**config.mk**
```make
export PLATFORM = sky130hd
export DESIGN_NAME = dwl_host
export DESIGN_NICKNAME = d
export VERILOG_FILES = /design/src/rtl/dwl_host.v /design/src/rtl/dwl_sync.v
export VERILOG_INCLUDE_DIRS = /design/src /design/src/rtl
export SDC_FILE = /design/constraint.sdc
export NUM_CORES = 1
export LEC_CHECK = 0
export ABC_AREA = 1
export CORE_MARGIN = 3
export CORE_UTILIZATION = 32
export CTS_CLUSTER_SIZE = 10
export DETAILED_ROUTE_END_ITERATION = 8
export DONT_BUFFER_PORTS = 1
export MAX_ROUTING_LAYER = met4
export PLACE_DENSITY = 0.49
export SYNTH_ARGS = -nofsm -noshare
export SYNTH_HDL_FRONTEND = slang
export SYNTH_SLANG_ARGS = --single-unit
```
**constraint.sdc**
```tcl
create_clock -name clk_sys -period 7.2 [get_ports clk_sys]
set_input_delay 1.08 -clock clk_sys [delete_from_list [all_inputs] [get_ports clk_sys]]
set_output_delay 1.08 -clock clk_sys [all_outputs]
set_load 0.005 [all_outputs]
```
**src/rtl/dwl_consts.vh**
```
`ifndef DWL_CONSTS_VH
`define DWL_CONSTS_VH
// clock period of clk_sys in picoseconds
`define DWL_CLK_PS        10000
// timings in nanoseconds
`define DWL_MODE_SET_NS   24
`define DWL_MRW_CYCLE_NS  10
`define DWL_DQS_EN_NS     40
`define DWL_FIRST_DQS_NS  40
`define DWL_DQS_LOW_NS    20
`define DWL_FB_WAIT_NS    60
`define DWL_DQS_HIGH_NS   20
`define DWL_TERM_OFF_NS   20
// derived cycle counts (least times round up)
`define DWL_CYC(ns) (((ns) * 1000 + `DWL_CLK_PS - 1) / `DWL_CLK_PS)
// mode register one bit positions
`define DWL_MR1_LEVEL_BIT 7
`define DWL_MR1_QOFF_BIT  12
// delay tap range
`define DWL_TAP_W         7
`define DWL_TAP_MAX       7'h7f
`define DWL_TAP_ZERO      7'h00
`define DWL_CNT_W         8
`define DWL_CNT_ZERO      8'h00
`endif

```
**src/rtl/dwl_host.v**
```verilog
`timescale 1ns/1ps
`include "dwl_consts.vh"
// What this block does
// - Dynamic write termination must already be off in mr1Base; it is not cleared here.
// - Only deselects and output-disable or exit mode writes during leveling.
// - Levels a single rank; no output disable word is sent to other ranks.
// - Raise termination only after mode set delay, plus on-latency if raised.
// - After strobe enable delay drive true strobe low, complement high.
// - After strobe low time and first strobe delay, send one strobe pulse.
// - Sample feedback, step delay, repeat until 0-to-1 change, then lock.
// - Strobe enable delay exceeds mode set plus termination on times.
// - Strobe pulses meet minimum high and low widths.
// - Exit: stop strobes, termination low, clear level bit, wait delays.
module dwl_host (
   // clock and reset
   input  wire                  clk_sys,
   input  wire                  rst_n,
   // user side
   input  wire                  start,
   input  wire [15:0]           mr1Base,
   input  wire                  latRaised,
   input  wire [`DWL_CNT_W-1:0] termOnLat,
   output wire                  busy,
   output reg                   done,
   output reg                   failed,
   output reg  [`DWL_TAP_W-1:0] lockTapLo,
   output reg  [`DWL_TAP_W-1:0] lockTapHi,
   // mode register write port toward the device
   output reg                   mrsValid,
   output reg  [15:0]           mrsData,
   // termination control pin
   output reg                   termPin,
   // strobes, per lane
   output reg  [1:0]            dqsT,
   output reg  [1:0]            dqsC,
   output reg  [1:0]            dqsOe,
   output reg  [`DWL_TAP_W-1:0] dqsDelayLo,
   output reg  [`DWL_TAP_W-1:0] dqsDelayHi,
   // feedback, one bit sampled per lane
   input  wire [1:0]            dqFeedback
);
   localparam integer MODE_SET  = `DWL_CYC(`DWL_MODE_SET_NS);
   localparam integer MRW_CYC   = `DWL_CYC(`DWL_MRW_CYCLE_NS);
   localparam integer DQS_EN    = `DWL_CYC(`DWL_DQS_EN_NS);
   localparam integer FIRST_DQS = `DWL_CYC(`DWL_FIRST_DQS_NS);
   localparam integer DQS_LOW   = `DWL_CYC(`DWL_DQS_LOW_NS);
   localparam integer DQS_HIGH  = `DWL_CYC(`DWL_DQS_HIGH_NS);
   localparam integer FB_WAIT   = `DWL_CYC(`DWL_FB_WAIT_NS);
   localparam integer TERM_OFF  = `DWL_CYC(`DWL_TERM_OFF_NS);
   // one-hot states
   localparam [9:0] S_IDLE  = 10'h001;
   localparam [9:0] S_ENTER = 10'h002;
   localparam [9:0] S_TERM  = 10'h004;
   localparam [9:0] S_PARK  = 10'h008;
   localparam [9:0] S_HIGH  = 10'h010;
   localparam [9:0] S_WAIT  = 10'h020;
   localparam [9:0] S_EVAL  = 10'h040;
   localparam [9:0] S_STOP  = 10'h080;
   localparam [9:0] S_EXIT  = 10'h100;
   localparam [9:0] S_HOLD  = 10'h200;

   reg  [9:0]            state;
   reg  [`DWL_CNT_W-1:0] count;
   reg  [1:0]            seenZero;
   reg  [1:0]            locked;
   wire [1:0]            fbSync;
   wire [1:0]            laneHit;
   wire [1:0]            laneDone;
   wire                  tapEnd;
   genvar                g;

   // feedback arrives asynchronously, two flops first
   dwl_sync #(
      .W (2)
   ) u_sync (
      .clk_sys (clk_sys),
      .rst_n   (rst_n),
      .din     (dqFeedback),
      .dout    (fbSync)
   );

   assign busy = (state != S_IDLE);

   // wait needed before raising termination
   wire [`DWL_CNT_W-1:0] termWait;
   assign termWait = latRaised ? (MODE_SET[`DWL_CNT_W-1:0] + termOnLat)
                               : MODE_SET[`DWL_CNT_W-1:0];

   // per lane lock detection
   generate
      for (g = 0; g < 2; g = g + 1)
      begin : g_lane
         // a 1 after an earlier 0 locks the lane
         assign laneHit[g]  = seenZero[g] & fbSync[g];
         assign laneDone[g] = locked[g] | laneHit[g];
      end
   endgenerate

   // either lane at the top tap ends the sweep
   assign tapEnd = (dqsDelayLo == `DWL_TAP_MAX) || (dqsDelayHi == `DWL_TAP_MAX);

   // leveling sequencer
   always @(posedge clk_sys or negedge rst_n)
   begin
      if (!rst_n)
      begin
         state      <= S_IDLE;
         count      <= `DWL_CNT_ZERO;
         done       <= 1'b0;
         failed     <= 1'b0;
         lockTapLo  <= `DWL_TAP_ZERO;
         lockTapHi  <= `DWL_TAP_ZERO;
         mrsValid   <= 1'b0;
         mrsData    <= 16'h0000;
         termPin    <= 1'b0;
         dqsT       <= 2'b00;
         dqsC       <= 2'b00;
         dqsOe      <= 2'b00;
         dqsDelayLo <= `DWL_TAP_ZERO;
         dqsDelayHi <= `DWL_TAP_ZERO;
         seenZero   <= 2'b00;
         locked     <= 2'b00;
      end
      else
      begin
         mrsValid <= 1'b0;
         done     <= 1'b0;
         case (state)
            // wait for a start request
            S_IDLE:
            begin
               if (start)
               begin
                  // base word must already have dynamic write termination off
                  mrsData    <= mr1Base;
                  mrsData[`DWL_MR1_LEVEL_BIT] <= 1'b1;
                  mrsValid   <= 1'b1;
                  failed     <= 1'b0;
                  dqsDelayLo <= `DWL_TAP_ZERO;
                  dqsDelayHi <= `DWL_TAP_ZERO;
                  seenZero   <= 2'b00;
                  locked     <= 2'b00;
                  count      <= `DWL_CNT_ZERO;
                  state      <= S_ENTER;
               end
            end

            // mode set delay before termination
            S_ENTER:
            begin
               // only deselects are sent while waiting
               count <= count + 8'h01;
               if (count + 8'h01 >= termWait)
               begin
                  termPin <= 1'b1;
                  count   <= `DWL_CNT_ZERO;
                  state   <= S_TERM;
               end
            end

            // strobe enable delay
            S_TERM:
            begin
               count <= count + 8'h01;
               if (count + 8'h01 >= DQS_EN[`DWL_CNT_W-1:0])
               begin
                  dqsOe <= 2'b11;
                  dqsT  <= 2'b00;
                  dqsC  <= 2'b11;
                  count <= `DWL_CNT_ZERO;
                  state <= S_PARK;
               end
            end

            // strobes parked low before a pulse
            S_PARK:
            begin
               count <= count + 8'h01;
               if ((count + 8'h01 >= DQS_LOW[`DWL_CNT_W-1:0]) &&
                   (count + 8'h01 >= FIRST_DQS[`DWL_CNT_W-1:0]))
               begin
                  dqsT  <= ~locked;
                  dqsC  <= locked;
                  count <= `DWL_CNT_ZERO;
                  state <= S_HIGH;
               end
            end

            // strobe high phase
            S_HIGH:
            begin
               count <= count + 8'h01;
               if (count + 8'h01 >= DQS_HIGH[`DWL_CNT_W-1:0])
               begin
                  dqsT  <= 2'b00;
                  dqsC  <= 2'b11;
                  count <= `DWL_CNT_ZERO;
                  state <= S_WAIT;
               end
            end

            // wait for feedback to settle
            S_WAIT:
            begin
               // covers output delay, skew and sync
               count <= count + 8'h01;
               if (count + 8'h01 >= FB_WAIT[`DWL_CNT_W-1:0])
               begin
                  count <= `DWL_CNT_ZERO;
                  state <= S_EVAL;
               end
            end

            // judge feedback and step taps
            S_EVAL:
            begin
               // lower lane
               if (!locked[0])
               begin
                  if (seenZero[0] && fbSync[0])
                  begin
                     locked[0] <= 1'b1;
                     lockTapLo <= dqsDelayLo;
                  end
                  else
                  begin
                     if (!fbSync[0])
                        seenZero[0] <= 1'b1;
                     dqsDelayLo <= dqsDelayLo + 7'h01;
                  end
               end
               // upper lane
               if (!locked[1])
               begin
                  if (seenZero[1] && fbSync[1])
                  begin
                     locked[1] <= 1'b1;
                     lockTapHi <= dqsDelayHi;
                  end
                  else
                  begin
                     if (!fbSync[1])
                        seenZero[1] <= 1'b1;
                     dqsDelayHi <= dqsDelayHi + 7'h01;
                  end
               end
               if ((laneDone == 2'b11) || tapEnd)
               begin
                  failed <= (laneDone != 2'b11);
                  state  <= S_STOP;
               end
               else
                  state <= S_PARK;
            end

            // release strobes and termination
            S_STOP:
            begin
               // strobes released and termination dropped in the same cycle
               dqsOe   <= 2'b00;
               dqsT    <= 2'b00;
               dqsC    <= 2'b00;
               termPin <= 1'b0;
               count   <= count + 8'h01;
               if (count + 8'h01 >= TERM_OFF[`DWL_CNT_W-1:0])
               begin
                  mrsData  <= mr1Base;
                  mrsData[`DWL_MR1_LEVEL_BIT] <= 1'b0;
                  mrsValid <= 1'b1;
                  count    <= `DWL_CNT_ZERO;
                  state    <= S_EXIT;
               end
            end

            // mode set delay after exit word
            S_EXIT:
            begin
               count <= count + 8'h01;
               if (count + 8'h01 >= MODE_SET[`DWL_CNT_W-1:0])
               begin
                  count <= `DWL_CNT_ZERO;
                  state <= S_HOLD;
               end
            end

            // signal completion
            S_HOLD:
            begin
               done  <= 1'b1;
               state <= S_IDLE;
            end
            default:
               state <= S_IDLE;
         endcase
      end
   end
endmodule // dwl_host

```
**src/rtl/dwl_sync.v**
```verilog
`timescale 1ns/1ps
// two flop synchroniser, one per bit
module dwl_sync #(
   parameter W = 2
) (
   // clock and reset
   input  wire         clk_sys,
   input  wire         rst_n,
   // data
   input  wire [W-1:0] din,
   output wire [W-1:0] dout
);
   reg [W-1:0] stage1;
   reg [W-1:0] stage2;
   genvar i;
   // each bit passes two flops
   generate
      for (i = 0; i < W; i = i + 1)
      begin : g_bit
         always @(posedge clk_sys or negedge rst_n)
         begin
            if (!rst_n)
            begin
               stage1[i] <= 1'b0;
               stage2[i] <= 1'b0;
            end
            else
            begin
               stage1[i] <= din[i];
               stage2[i] <= stage1[i];
            end
         end
      end
   endgenerate
   assign dout = stage2;
endmodule // dwl_sync

```
After elaboration in Yosys (flattened, before gate mapping)
Cells that the tools add are included.
- register bits after elaboration: 80
- bits of input ports: 30
- output and inout bits: 55
- logic and storage cells: 153
- $add $sub $neg: 4
- $lt $le $gt $ge: 5
- equality and inequality tests: 30
- mux-type cells: 60
- bitwise operators: 7
- reductions and logical operators: 26
- operators by type and width (cell ; count):
    10-bit one-hot mux with 9 select lines ; 1
    10-bit two-way mux ; 8
    8-bit two-way mux ; 9
    8-bit one-hot mux with 7 select lines ; 1
    7-bit two-way mux ; 5
    16-bit two-way mux ; 2
    2-bit inequality test, second input constant ; 16
    16-bit one-hot mux with 2 select lines ; 1
    7-bit one-hot mux with 2 select lines ; 2
    8-bit by 2-bit >= comparator with 1-bit output, second input constant ; 2
    8-bit by 3-bit >= comparator with 1-bit output, second input constant ; 2
    1-bit two-way mux ; 16
    2-bit one-hot mux with 4 select lines ; 2
    7-bit by 1-bit adder with 7-bit output, second input constant ; 2
    7-bit == test, second input constant ; 2
    2-bit two-way mux ; 7
    2-bit one-hot mux with 2 select lines ; 3
    3-bit AND reduction ; 4
    4-bit AND reduction ; 3
    10-bit by 1-bit == test with 1-bit output, second input constant ; 1
    10-bit == test, second input constant ; 1
    10-bit by 2-bit == test with 1-bit output, second input constant ; 1
    10-bit by 3-bit == test with 1-bit output, second input constant ; 1
    10-bit by 4-bit == test with 1-bit output, second input constant ; 1
    other kinds (24) ; 39

Longest topological paths before layout
Gate-level depths: netlist (run 1).
- depth in word-level cells: 6
- gate-level depth with buffers: 18
- mapped depth without buffers: 17

Hierarchy
A second synthesis (run 1) with hierarchy kept.
- cell total of the unflattened synthesis: 563
- area, all modules: 4435.5 sq um
- modules (own cells, without submodules) (module ; times used ; cells an instance ; area an instance (sq um) ; seq. area each (sq um)):
    dwl_host ; 1 ; 559 ; 4335.4 ; 1878.1
    dwl_sync ; 1 ; 4 ; 100.1 ; 100.1

Worst setup path before layout (run 1)
Ideal clock, no wire load.
- path kind: input -> register
- start point: in termOnLat[0]
- end point: reg state[9]
- setup time: 121 ps
- arrival: 3104 ps
- required time: 7079 ps
- path slack: 3975 ps
- cell stages on the path: 17
- path buffers: 1
- cells stage by stage: inv_1 > a21oi_1 > inv_1 > nor2_1 > inv_1 > nor3_1 > a21oi_1 > nand3b_1 > ha_1 > a21oi_1 > o21ai_0 > a21oi_1 > and2_1 > clkbuf_1 > nand2_1 > nand3_1 > nor2_1
- word-level cells in the longest chain between the ends: 5
- RTL lines (item ; line ; source):
    start: declaration ; dwl_host.v:22 ; input wire [`DWL_CNT_W-1:0] termOnLat,
    2-bit by 8-bit adder with 8-bit output ; dwl_host.v:86 ; assign termWait = latRaised ? (MODE_SET[`DWL_CNT_W-1:0] + termOnLat)
    8-bit two-way mux ; dwl_host.v:86 ;
    8-bit >= comparator ; dwl_host.v:153 ; if (count + 8'h01 >= termWait)
    2-bit inequality test (no source line) ; -- ;
    8-bit AND reduction (no source line) ; -- ;
    end signal: assignment ; dwl_host.v:107 ; state <= S_IDLE;
    end signal: assignment ; dwl_host.v:157 ; state <= S_TERM;
    end signal: assignment ; dwl_host.v:171 ; state <= S_PARK;
    end: declaration ; dwl_host.v:62 ; reg [9:0] state;
No other way between the ends.
A chain may end at the register's enable or synchronous reset.

Worst setup path in the final report (run 1)
Ends and elaborated chain as after synthesis.

==> results of run 1 <==
-- Yosys cell counts (6+ instances only) --
cell type / count
nand2_2: 13
nand2_1: 122
nor2_1: 30
inv_2: 11
nand4_1: 23
o21ai_1: 8
dfrtp_1: 78
o21ai_0: 30
ha_1: 13
a21oi_1: 13
inv_1: 59
nor3_1: 8
nand3_1: 62
nand3b_1: 6
nor2_2: 7
nand2_4: 7
-- flip-flops by register name, summed over array words and instances, names as in the netlist, 2 cells and up --
signal         flops
count              8
dqsC               2
dqsDelayHi         7
dqsDelayLo         7
dqsT               2
lockTapHi          7
lockTapLo          7
locked             2
mrsData           16
seenZero           2
state             10
u_sync.dout        2
u_sync.stage1      2
-- cell families after synthesis --
| group | Yosys count | synth area share |
|---|---|---|
| AO/OA/AOI/OAI | 63 | 0.0791 |
| XOR/XNOR | 3 | 0.00591 |
| adder cells (fa/ha/maj) | 13 | 0.0366 |
| buffers and inverters | 81 | 0.0743 |
| flip-flops | 79 | 0.445 |
| AND/OR/NAND/NOR | 303 | 0.359 |
-- final cells by class --
| type | instances | area, um^2 |
|---|---|---|
| fillers | 1392 | 8420 |
| multi-input cells | 382 | 2140 |
| flip-flops and latches | 79 | 1980 |
| inverters | 71 | 269 |
| clock buffers | 12 | 267 |
| well taps | 176 | 220 |
| clock inverters | 4 | 98.8 |
| repair buffers | 1 | 7.51 |
-- metrics by stage --
stage,hold slack (ns),setup slack [ns],power [mW],cell area [um^2]
after detailed placement,0.336,3.58,0.947,4610
after CTS,0.346,3.94,1.51,4980
after global placement,0.340,3.62,0.940,4610
after floorplan,0.331,3.98,0.865,4450
final,0.345,3.90,1.49,4980
after global routing,0.351,3.59,1.59,4980
-- worst register-to-register path, delay by kind of cell, from the launching register on --
| family | cells | cell delay [ns] |
|---|---|---|
| flip-flops | 1 | 0.44 |
| buffers and inverters | 2 | 0.35 |
| AND/OR/NAND/NOR | 4 | 0.91 |
| AO/OA/AOI/OAI | 3 | 0.34 |
| adder cells (fa/ha/maj) | 2 | 0.63 |
-- routing by layer --
layer / global-route usage / wire length [um] / up-vias
met5: - / 0 / -
met4: 0.0443 / 137 / 0
met3: 0.0477 / 726 / 13
met2: 0.219 / 4630 / 96
met1: 0.213 / 5230 / 1709
li1: - / - / 1811
-- power breakdown --
part | switching [mW] | internal, mW | leakage [nW]
clock network | 0.181 | 0.368 | 0.179
registers | 0.0660 | 0.515 | 1.05
logic | 0.240 | 0.116 | 1.26
total | 0.487 | 0.999 | 2.49
-- worst max path at each step --
stage | to | startpoint | depth (start not counted)
after global placement | state[9] | termOnLat[0] | 16
after floorplan | state[9] | termOnLat[0] | 17
after detailed placement | state[9] | termOnLat[0] | 16
after global routing | state[4] | termOnLat[0] | 16
after CTS | state[9] | termOnLat[0] | 16
final | state[9] | termOnLat[0] | 16
==> reports/metrics.yaml, run 1 <==
yosys:
  syn_nets: 585
  synth_area_um2: 4450
  synth-edff-count: 0
  synth.largest_area_cell: "dfrtp_1"
  ys_types: 45
  synth_flop_cell: "dfrtp_1"
  yosysSeqAreaShare: 0.445
  synth-seq-cells: 79
  synthArstFlopShare: 1.00
  synth.area.top_cells: "dfrtp_1, nand2_1, nand3_1"
  postSynthCellCount: 542
  synth_top_area_frac: 0.439
  syn_area_per_cell_um2: 8.20
  yosys_warnings: 0
detailed_routing:
  via_per_inst: 5.01
  post_drt_wl_per_cell_um: 14.8
  num_vias: 3629
  ant_nets: 0
  routed_wl_mm: 10.7
  drtIter0Drc: 191
  drc: 0
  dr.pass1.iters: 4
critical_path:
  r2r-start: "count[0]"
  slowest_stage: "and2_1"
  start_kind: "primary input"
  crit_path_frequent_cell: "a21oi_1"
  reg2reg_to: "state[9]"
  crit_path_end_kind: "register"
  critPathArrivalTime_ns: 3.52
  cp.required_ns: 7.42
  critical_path.top_delay_family: "simple AND/OR/NAND/NOR gates"
  reg2reg_depth: 11
  crit_path_max_fanout: 10
  path_cells: "inv_1 -> a21oi_1 -> inv_1 -> nor2_1 -> inv_1 -> nor3_1 -> a21oi_1 -> nand3b_1 -> ha_1 -> a21oi_1 -> o21ai_0 -> a21oi_1 -> and2_1 -> nand2_1 -> nand3_1 -> nor2_1"
  rrSetupSlack_ns: 4.39
  crit_type: "in -> reg"
  slowest_delay_ns: 0.43
  critPathBufInv: 3
clock_tree:
  cts.sinks: 79
  htree_levels: 3
  cts_tree: "yes"
  clk_pin_slew_worst_paths_ns: 0.06
  cts_hold_buf: 0
  cts_setup_buffers: 0
  root_buffer: "clkbuf_16"
  post_cts_resized: 0
  cts_buffers: 9
  cts-root-to-sink-buffers: 2
  clk_latency_ns: 0.34
job:
  cap_violations: 0
timing:
  slew_violations: 0
  skew_ns: 0.00464
  slew_headroom: 0.246
  finalSetupTns_ns: 0
  fmax_ghz: 0.303
  setup_viol: 0
  fin_crit_sh: 0.458
  hold_viol_final: 0
  fin_crit_ns: 3.30
  rsz0062_at_grt: "no"
  tightest_slew_ns: 1.12
floorplan:
  io_pins: 85
  die_area_um2: 15300
  core_area_um2: 13400
  die_w_um: 124
  dieHeight_um: 124
  initial_core_util: 0.332
  rows: 42
layout:
  area_growth_pct: 12.0
  final_cell_mix: "nand2_1, dfrtp_1, nand3_1, inv_1"
  final_nets: 587
  n_antenna_cell: 0
  final_core_utilization: 0.372
  final_common_cell: "nand2_1"
  fin_cells: 725
  drive_above_1_share: 0.148
place:
  place_congestion: 0.907
  portBuffers: 0
  place_inst: 709
  dp_hpwl_mm: 7.83
outcome:
  outcome: "finished clean"
global_route:
  antenna_found_initial: 0
  grt_pass1_wl_mm: 17.8
  grt_max_degree: 80
  grt_pass1_vias: 3465
  overflow: 0
  grt.total_usage: 0.154
pwr:
  power_density_nw_per_um2: 299
  p_leak_nw: 2.49
  peakVddDrop_v: 0.000176
worst_hold_path:
  hold_depth: 0
  min_to: "u_sync.dout[1]"
  min_from: "u_sync.stage1[1]"
  hold_class: "reg -> reg"
Note: power is estimated with default switching activity, not from simulation.
==> run 2, diff against run 1 <==
PLACE_DENSITY = 0.5   (was 0.49)
clock period = 2.9 ns   (was 7.2 ns; I/O delays follow)
==> reports/metrics.yaml, run 2 (synthesis results as in run 1) <==
layout:
  drive_above_1_share: 0.150  # +0.00255
  n_antenna_cell: 0  # unchanged
  area_growth_pct: 12.2
  largest-register: "mrsData"
  final_cell_mix: "nand2_1, dfrtp_1, nand3_1, inv_1"
  top_regs: "mrsData x16, state x10, count x8"
  largest_register_ffs: 16  # unchanged
  final_nets: 591  # +0.68%
  final_common_cell: "nand2_1"
critical_path:
  cp.required_ns: 3.12  # -4.30 ns
  crit_path_frequent_cell: "nand2_1"
  r2r-start: "count[0]"
  crit_path_max_fanout: 8  # -2
  critPathArrivalTime_ns: 2.67  # -0.85 ns
  endpoint: "count[1]"
  reg2reg_depth: 14  # +3
  slowest_stage: "dfrtp_1"
  start_kind: "register"
  crit_path_start: "count[0]"
  reg2reg_to: "count[1]"
  crit_type: "reg -> reg"
  slowest_delay_ns: 0.44  # about the same
  path_cells: "ha_1 -> nand2_1 -> inv_2 -> nand3b_1 -> nand2_4 -> ha_1 -> nand2_1 -> o21ai_0 -> a21oi_1 -> and2_1 -> buf_4 -> nand3_1 -> nand2_1 -> nand3b_1"
  crit_path_end_kind: "register"
  rrSetupSlack_ns: 0.45  # -3.94 ns
detailed_routing:
  ant_nets: 0  # unchanged
  drtIter0Drc: 145  # -24%
  dr.pass1.iters: 4  # unchanged
  drc: 0  # unchanged
  post_drt_wl_per_cell_um: 14.6  # -1.1%
  num_vias: 3600  # -0.80%
  via_per_inst: 4.94  # -1.3%
  routed_wl_mm: 10.7  # -0.59%
timing:
  fin_crit_ns: 2.45
  fmax_ghz: 0.408
  tightest_slew_ns: 0.541  # -0.581 ns
  fin_crit_sh: 0.846
  holdWs_ns: -0.000374  # -0.345 ns
  setup_viol: 0  # unchanged
  slew_violations: 0  # unchanged
  finalSetupTns_ns: 0  # unchanged
  slew_headroom: 0.637  # +0.390
  hold_viol_final: 3  # +3
  rsz0062_at_grt: "no"
  skew_ns: 0.00615  # +0.00152 ns
  setup_ws_ns: 0.446  # -3.46 ns
pwr:
  peakVddDrop_v: 0.000408  # +130%
  p_leak_nw: 2.49  # +0.21%
  power_density_nw_per_um2: 725  # +140%
outcome:
  violations: "hold timing"
  outcome: "finished with violations"
clock_tree:
  cts_setup_buffers: 0  # unchanged
  htree_levels: 3  # unchanged
  clk_pin_slew_worst_paths_ns: 0.06  # about the same
  post_cts_resized: 0  # unchanged
  cts.sinks: 79  # unchanged
  cts_tree: "yes"
  cts_hold_buf: 1  # +1
  root_buffer: "clkbuf_16"
  clk_latency_ns: 0.34  # about the same
  cts_buffers: 9  # unchanged
  cts-root-to-sink-buffers: 2  # unchanged
floorplan:
  dieHeight_um: 124  # unchanged
  io_pins: 85  # unchanged
  initial_core_util: 0.332  # unchanged
  die_area_um2: 15300  # unchanged
  rows: 42  # unchanged
  core_area_um2: 13400  # unchanged
  die_w_um: 124  # unchanged
place:
  dp_hpwl_mm: 7.91  # +0.97%
  place_congestion: 0.852  # -6.1%
  portBuffers: 0  # unchanged
  dp_slack_ns: 0.159  # -3.42 ns
global_route:
  grt_pass1_vias: 3513  # +1.4%
  antenna_found_initial: 0  # unchanged
  grt_max_degree: 80  # unchanged
  grt_pass1_wl_mm: 18.0  # +0.93%
  grt.total_usage: 0.156  # +0.00147
  overflow: 0  # unchanged
job:
  cap_violations: 0  # unchanged
worst_hold_path:
  hold_class: "in -> async"
run 2: cell types whose count changed in the layout (fill, tap and decap cells not counted):
cell       delta
buf_16        +1
clkbuf_1      +2
clkinv_4      +1
clkbuf_8      -2
bufinv_16     -1
buf_4         +3
run 2: critical path: cells and delay by family (launching register included):
kind	cells	cell delay (ns)
flops	1	0.44
simple gates	8	0.84
fa+ha+maj	2	0.54
compound gates	2	0.26
buf+inv	2	0.25
run 2: where the power goes:
| part | switching [mW] | leakage, nW | internal, mW |
|---|---|---|---|
| clock | 0.457 | 0.157 | 0.783 |
| combinational | 0.623 | 1.28 | 0.317 |
| sequential | 0.157 | 1.05 | 1.28 |
run 2: worst min-delay path by stage:
| stage | start | end | slack, ns | cells past startpoint |
|---|---|---|---|---|
| 3_5_place_dp | rst_n | dqsDelayHi[3] | 0.14 | 0 |
| 3_3_place_gp | rst_n | dqsDelayHi[3] | 0.14 | 0 |
| 6_report | rst_n | lockTapHi[5] | -0.0004 | 1 |
| 5_1_grt | rst_n | dqsDelayLo[1] | 0.02 | 1 |
| 2_1_floorplan | rst_n | count[0] | 0.14 | 0 |
| 4_1_cts | rst_n | failed | 0.009 | 1 |
run 2: routing by layer:
layer	global-route usage	vias up	share of wire
li1	-	1820	-
met1	0.210	1670	0.48
met2	0.228	91	0.44
met3	0.0277	19	0.053
met4	0.0720	0	0.025
met5	-	-	0
run 2: metrics by stage:
step | cells | cell area [um^2] | total power [mW] | hold WS, ns | util
5_1_grt | 729 | 4990 | 3.87 | 0.0230 | 0.372
2_1_floorplan | 542 | 4450 | 2.15 | 0.139 | -
6_report | 729 | 4990 | 3.62 | -0.000374 | 0.372
3_3_place_gp | 712 | 4640 | 2.36 | 0.141 | 0.346
3_5_place_dp | 712 | 4640 | 2.38 | 0.141 | 0.346
4_1_cts | 729 | 4990 | 3.67 | 0.00868 | 0.372
run 2: layout make-up:
| cell class | instances | area, um^2 |
|---|---|---|
| fillers | 1387 | 8410 |
| multi-input cells | 382 | 2140 |
| flip-flops and latches | 79 | 1980 |
| inverters | 71 | 269 |
| clock buffers | 12 | 246 |
| well taps | 176 | 220 |
| clock inverters | 4 | 77.6 |
| repair buffers | 5 | 57.6 |
==> run 3, diff against run 2 <==
PLACE_DENSITY = 0.49   (was 0.5)
clock period = 2.3 ns   (was 2.9 ns; I/O delays follow)
==> reports/metrics.yaml, run 3 (synthesis results as in run 1) <==
outcome:
  outcome: "finished clean"
layout:
  final_common_cell: "nand2_1"
  n_antenna_cell: 0  # unchanged
  area_growth_pct: 17.5
  final_nets: 620  # +4.9%
  seq_area_um2: 1980  # +0.19%
  largest_register_ffs: 16  # unchanged
  top_regs: "mrsData x16, state x10, count x8"
  multiInputGateArea_um2: 2210  # +3.5%
  final_core_utilization: 0.390  # +0.0178
  largest-register: "mrsData"
  final_cell_mix: "nand2_1, dfrtp_1, nand3_1, inv_1, buf_4"
  fillers: 1398  # +0.79%
  drive_above_1_share: 0.219  # +0.0689
detailed_routing:
  post_drt_wl_per_cell_um: 14.4  # -1.6%
  routed_wl_mm: 10.9  # +2.0%
  via_per_inst: 4.90  # -0.87%
  ant_nets: 0  # unchanged
  drc: 0  # unchanged
  dr.pass1.iters: 4  # unchanged
  num_vias: 3701  # +2.8%
  drtIter0Drc: 255  # +76%
global_route:
  grt.total_usage: 0.153  # -0.00270
  overflow: 0  # unchanged
  grt_pass1_wl_mm: 17.7  # -1.3%
  grt_pass1_vias: 3425  # -2.5%
  antenna_found_initial: 0  # unchanged
  grt_max_degree: 80  # unchanged
timing:
  tightest_slew_ns: 0.529  # -0.0116 ns
  slew_headroom: 0.645  # +0.00862
  fin_crit_sh: 0.949  # +0.103
  setup_viol: 0  # unchanged
  skew_ns: 0.00539  # -0.000764 ns
  setup_ws_ns: 0.118  # -0.328 ns
  slew_violations: 0  # unchanged
  hold_viol_final: 0  # -3
  holdWs_ns: 0.0418  # +0.0421 ns
  rsz0062_at_grt: "yes"
  fin_crit_ns: 2.18  # -0.272 ns
  fmax_ghz: 0.458  # +12%
pwr:
  p_sw_mw: 1.57  # +27%
  seq_power_share: 0.406  # +0.009
  power_density_nw_per_um2: 860  # +19%
  p_comb_frac: 0.305  # +0.045
  power.internal_mw: 2.92  # +23%
  power_switching_share: 0.350  # +0.00767
  p_leak_nw: 2.61  # +4.7%
  p_clk_frac: 0.289  # -0.054
  power.total_mw: 4.49  # +24%
  peakVddDrop_v: 0.000557  # +36%
floorplan:
  die_area_um2: 15300  # unchanged
  dieHeight_um: 124  # unchanged
  die_w_um: 124  # unchanged
  rows: 42  # unchanged
  core_area_um2: 13400  # unchanged
  io_pins: 85  # unchanged
  initial_core_util: 0.332  # unchanged
clock_tree:
  root_buffer: "clkbuf_16"
  cts_buffers: 9  # unchanged
  cts_tree: "yes"
  htree_levels: 3  # unchanged
  clk_pin_slew_worst_paths_ns: 0.05  # about the same
  cts-root-to-sink-buffers: 2  # unchanged
  clk_latency_ns: 0.33  # about the same
  cts.sinks: 79  # unchanged
worst_hold_path:
  hold_class: "in -> reg"
place:
  dp_hpwl_mm: 8.17  # +3.3%
  place_congestion: 0.857  # +0.66%
  portBuffers: 0  # unchanged
  dp_slack_ns: -0.191  # -0.350 ns
critical_path:
  rrSetupSlack_ns: 0.12  # -0.33 ns
  critPathArrivalTime_ns: 2.39  # -0.28 ns
  start_kind: "register"
  crit_type: "reg -> reg"
  crit_path_max_fanout: 5  # -3
  cp.required_ns: 2.51  # -0.61 ns
  crit_path_end_kind: "register"
job:
  cap_violations: 0  # unchanged
## run 3: cell types whose count changed in the layout (fill, tap and decap cells not counted), moves of 3 or more
| cell | before | now |
|---|---|---|
| buf_4 | 4 | 32 |
| dfrtp_1 | 78 | 75 |
| dfrtp_2 | 0 | 3 |
| nand2_1 | 122 | 119 |
| nand2_2 | 13 | 16 |
| nor2_1 | 30 | 27 |
## run 3: metal layers
| layer | global-route usage | routed length, um | part of all wire | vias up |
|---|---|---|---|---|
| met4 | 0.0256 | 46 | 0.0042 | 0 |
| li1 | - | - | - | 1875 |
| met3 | 0.0518 | 728 | 0.067 | 2 |
| met5 | - | 0 | 0 | - |
| met2 | 0.226 | 4870 | 0.45 | 90 |
| met1 | 0.209 | 5220 | 0.48 | 1734 |
## run 3: area by class of cell
type	count	area share
inverter	71	0.0515
multi-input combinational	382	0.423
clock buffer	13	0.0498
clock inverter	1	0.000958
sequential	79	0.379
timing repair buffer	34	0.0531
tap	176	0.0421
## run 3: power by group through the flow
| stage | Sequential (mW) | Combinational (mW) | Clock (mW) |
|---|---|---|---|
| 2_1_floorplan | 1.78 | 0.931 | 0 |
| 3_3_place_gp | 1.84 | 1.25 | 0 |
| 3_5_place_dp | 1.83 | 1.29 | 0 |
| 4_1_cts | 1.82 | 1.33 | 1.34 |
| 5_1_grt | 1.86 | 1.54 | 1.42 |
| 6_report | 1.82 | 1.37 | 1.30 |
## run 3: what timing repair did
item / 4_1_cts / 5_1_grt
hold endpoints to repair: 79 / 0
hold buffers: 2 / 0
pin swaps: 0 / 5
setup buffers: 0 / 1
endpoints found under the setup margin: 8 / 15
gates resized for setup: 2 / 19
## run 3: per-stage QoR
| step | setup TNS, ns | instances | instance area (um^2) |
|---|---|---|---|
| detailed placement | -1.68 | 739 | 4850 |
| floorplan | 0 | 542 | 4460 |
| global placement | -1.74 | 739 | 4850 |
| finish | 0 | 756 | 5230 |
| global route | -0.0197 | 756 | 5230 |
| CTS | 0 | 755 | 5160 |
## run 3: worst paths after layout
path | start | endpoint | cells after the start
max in group asynchronous | rst_n | state[0] | 2
hold reg to reg | u_sync.stage1[0] | u_sync.dout[0] | 0
hold / removal | dqFeedback[1] | u_sync.stage1[1] | 0
setup / recovery | count[1] | count[1] | 14
setup reg to reg | count[1] | count[1] | 14
min in group asynchronous | rst_n | lockTapLo[0] | 2
## run 3: worst max-delay path: stages, from the launching register on
cell and delay (ns):
dfrtp_2 0.44, ha_2 0.20, nand2_2 0.08, inv_2 0.06, nand3b_1 0.12, nand2_4 0.06, ha_1 0.29, nand2_2 0.07
nor2_2 0.10, a21oi_1 0.07, and2_4 0.18, buf_4 0.14, nand3_1 0.06, nand2_1 0.04, nand3b_1 0.14
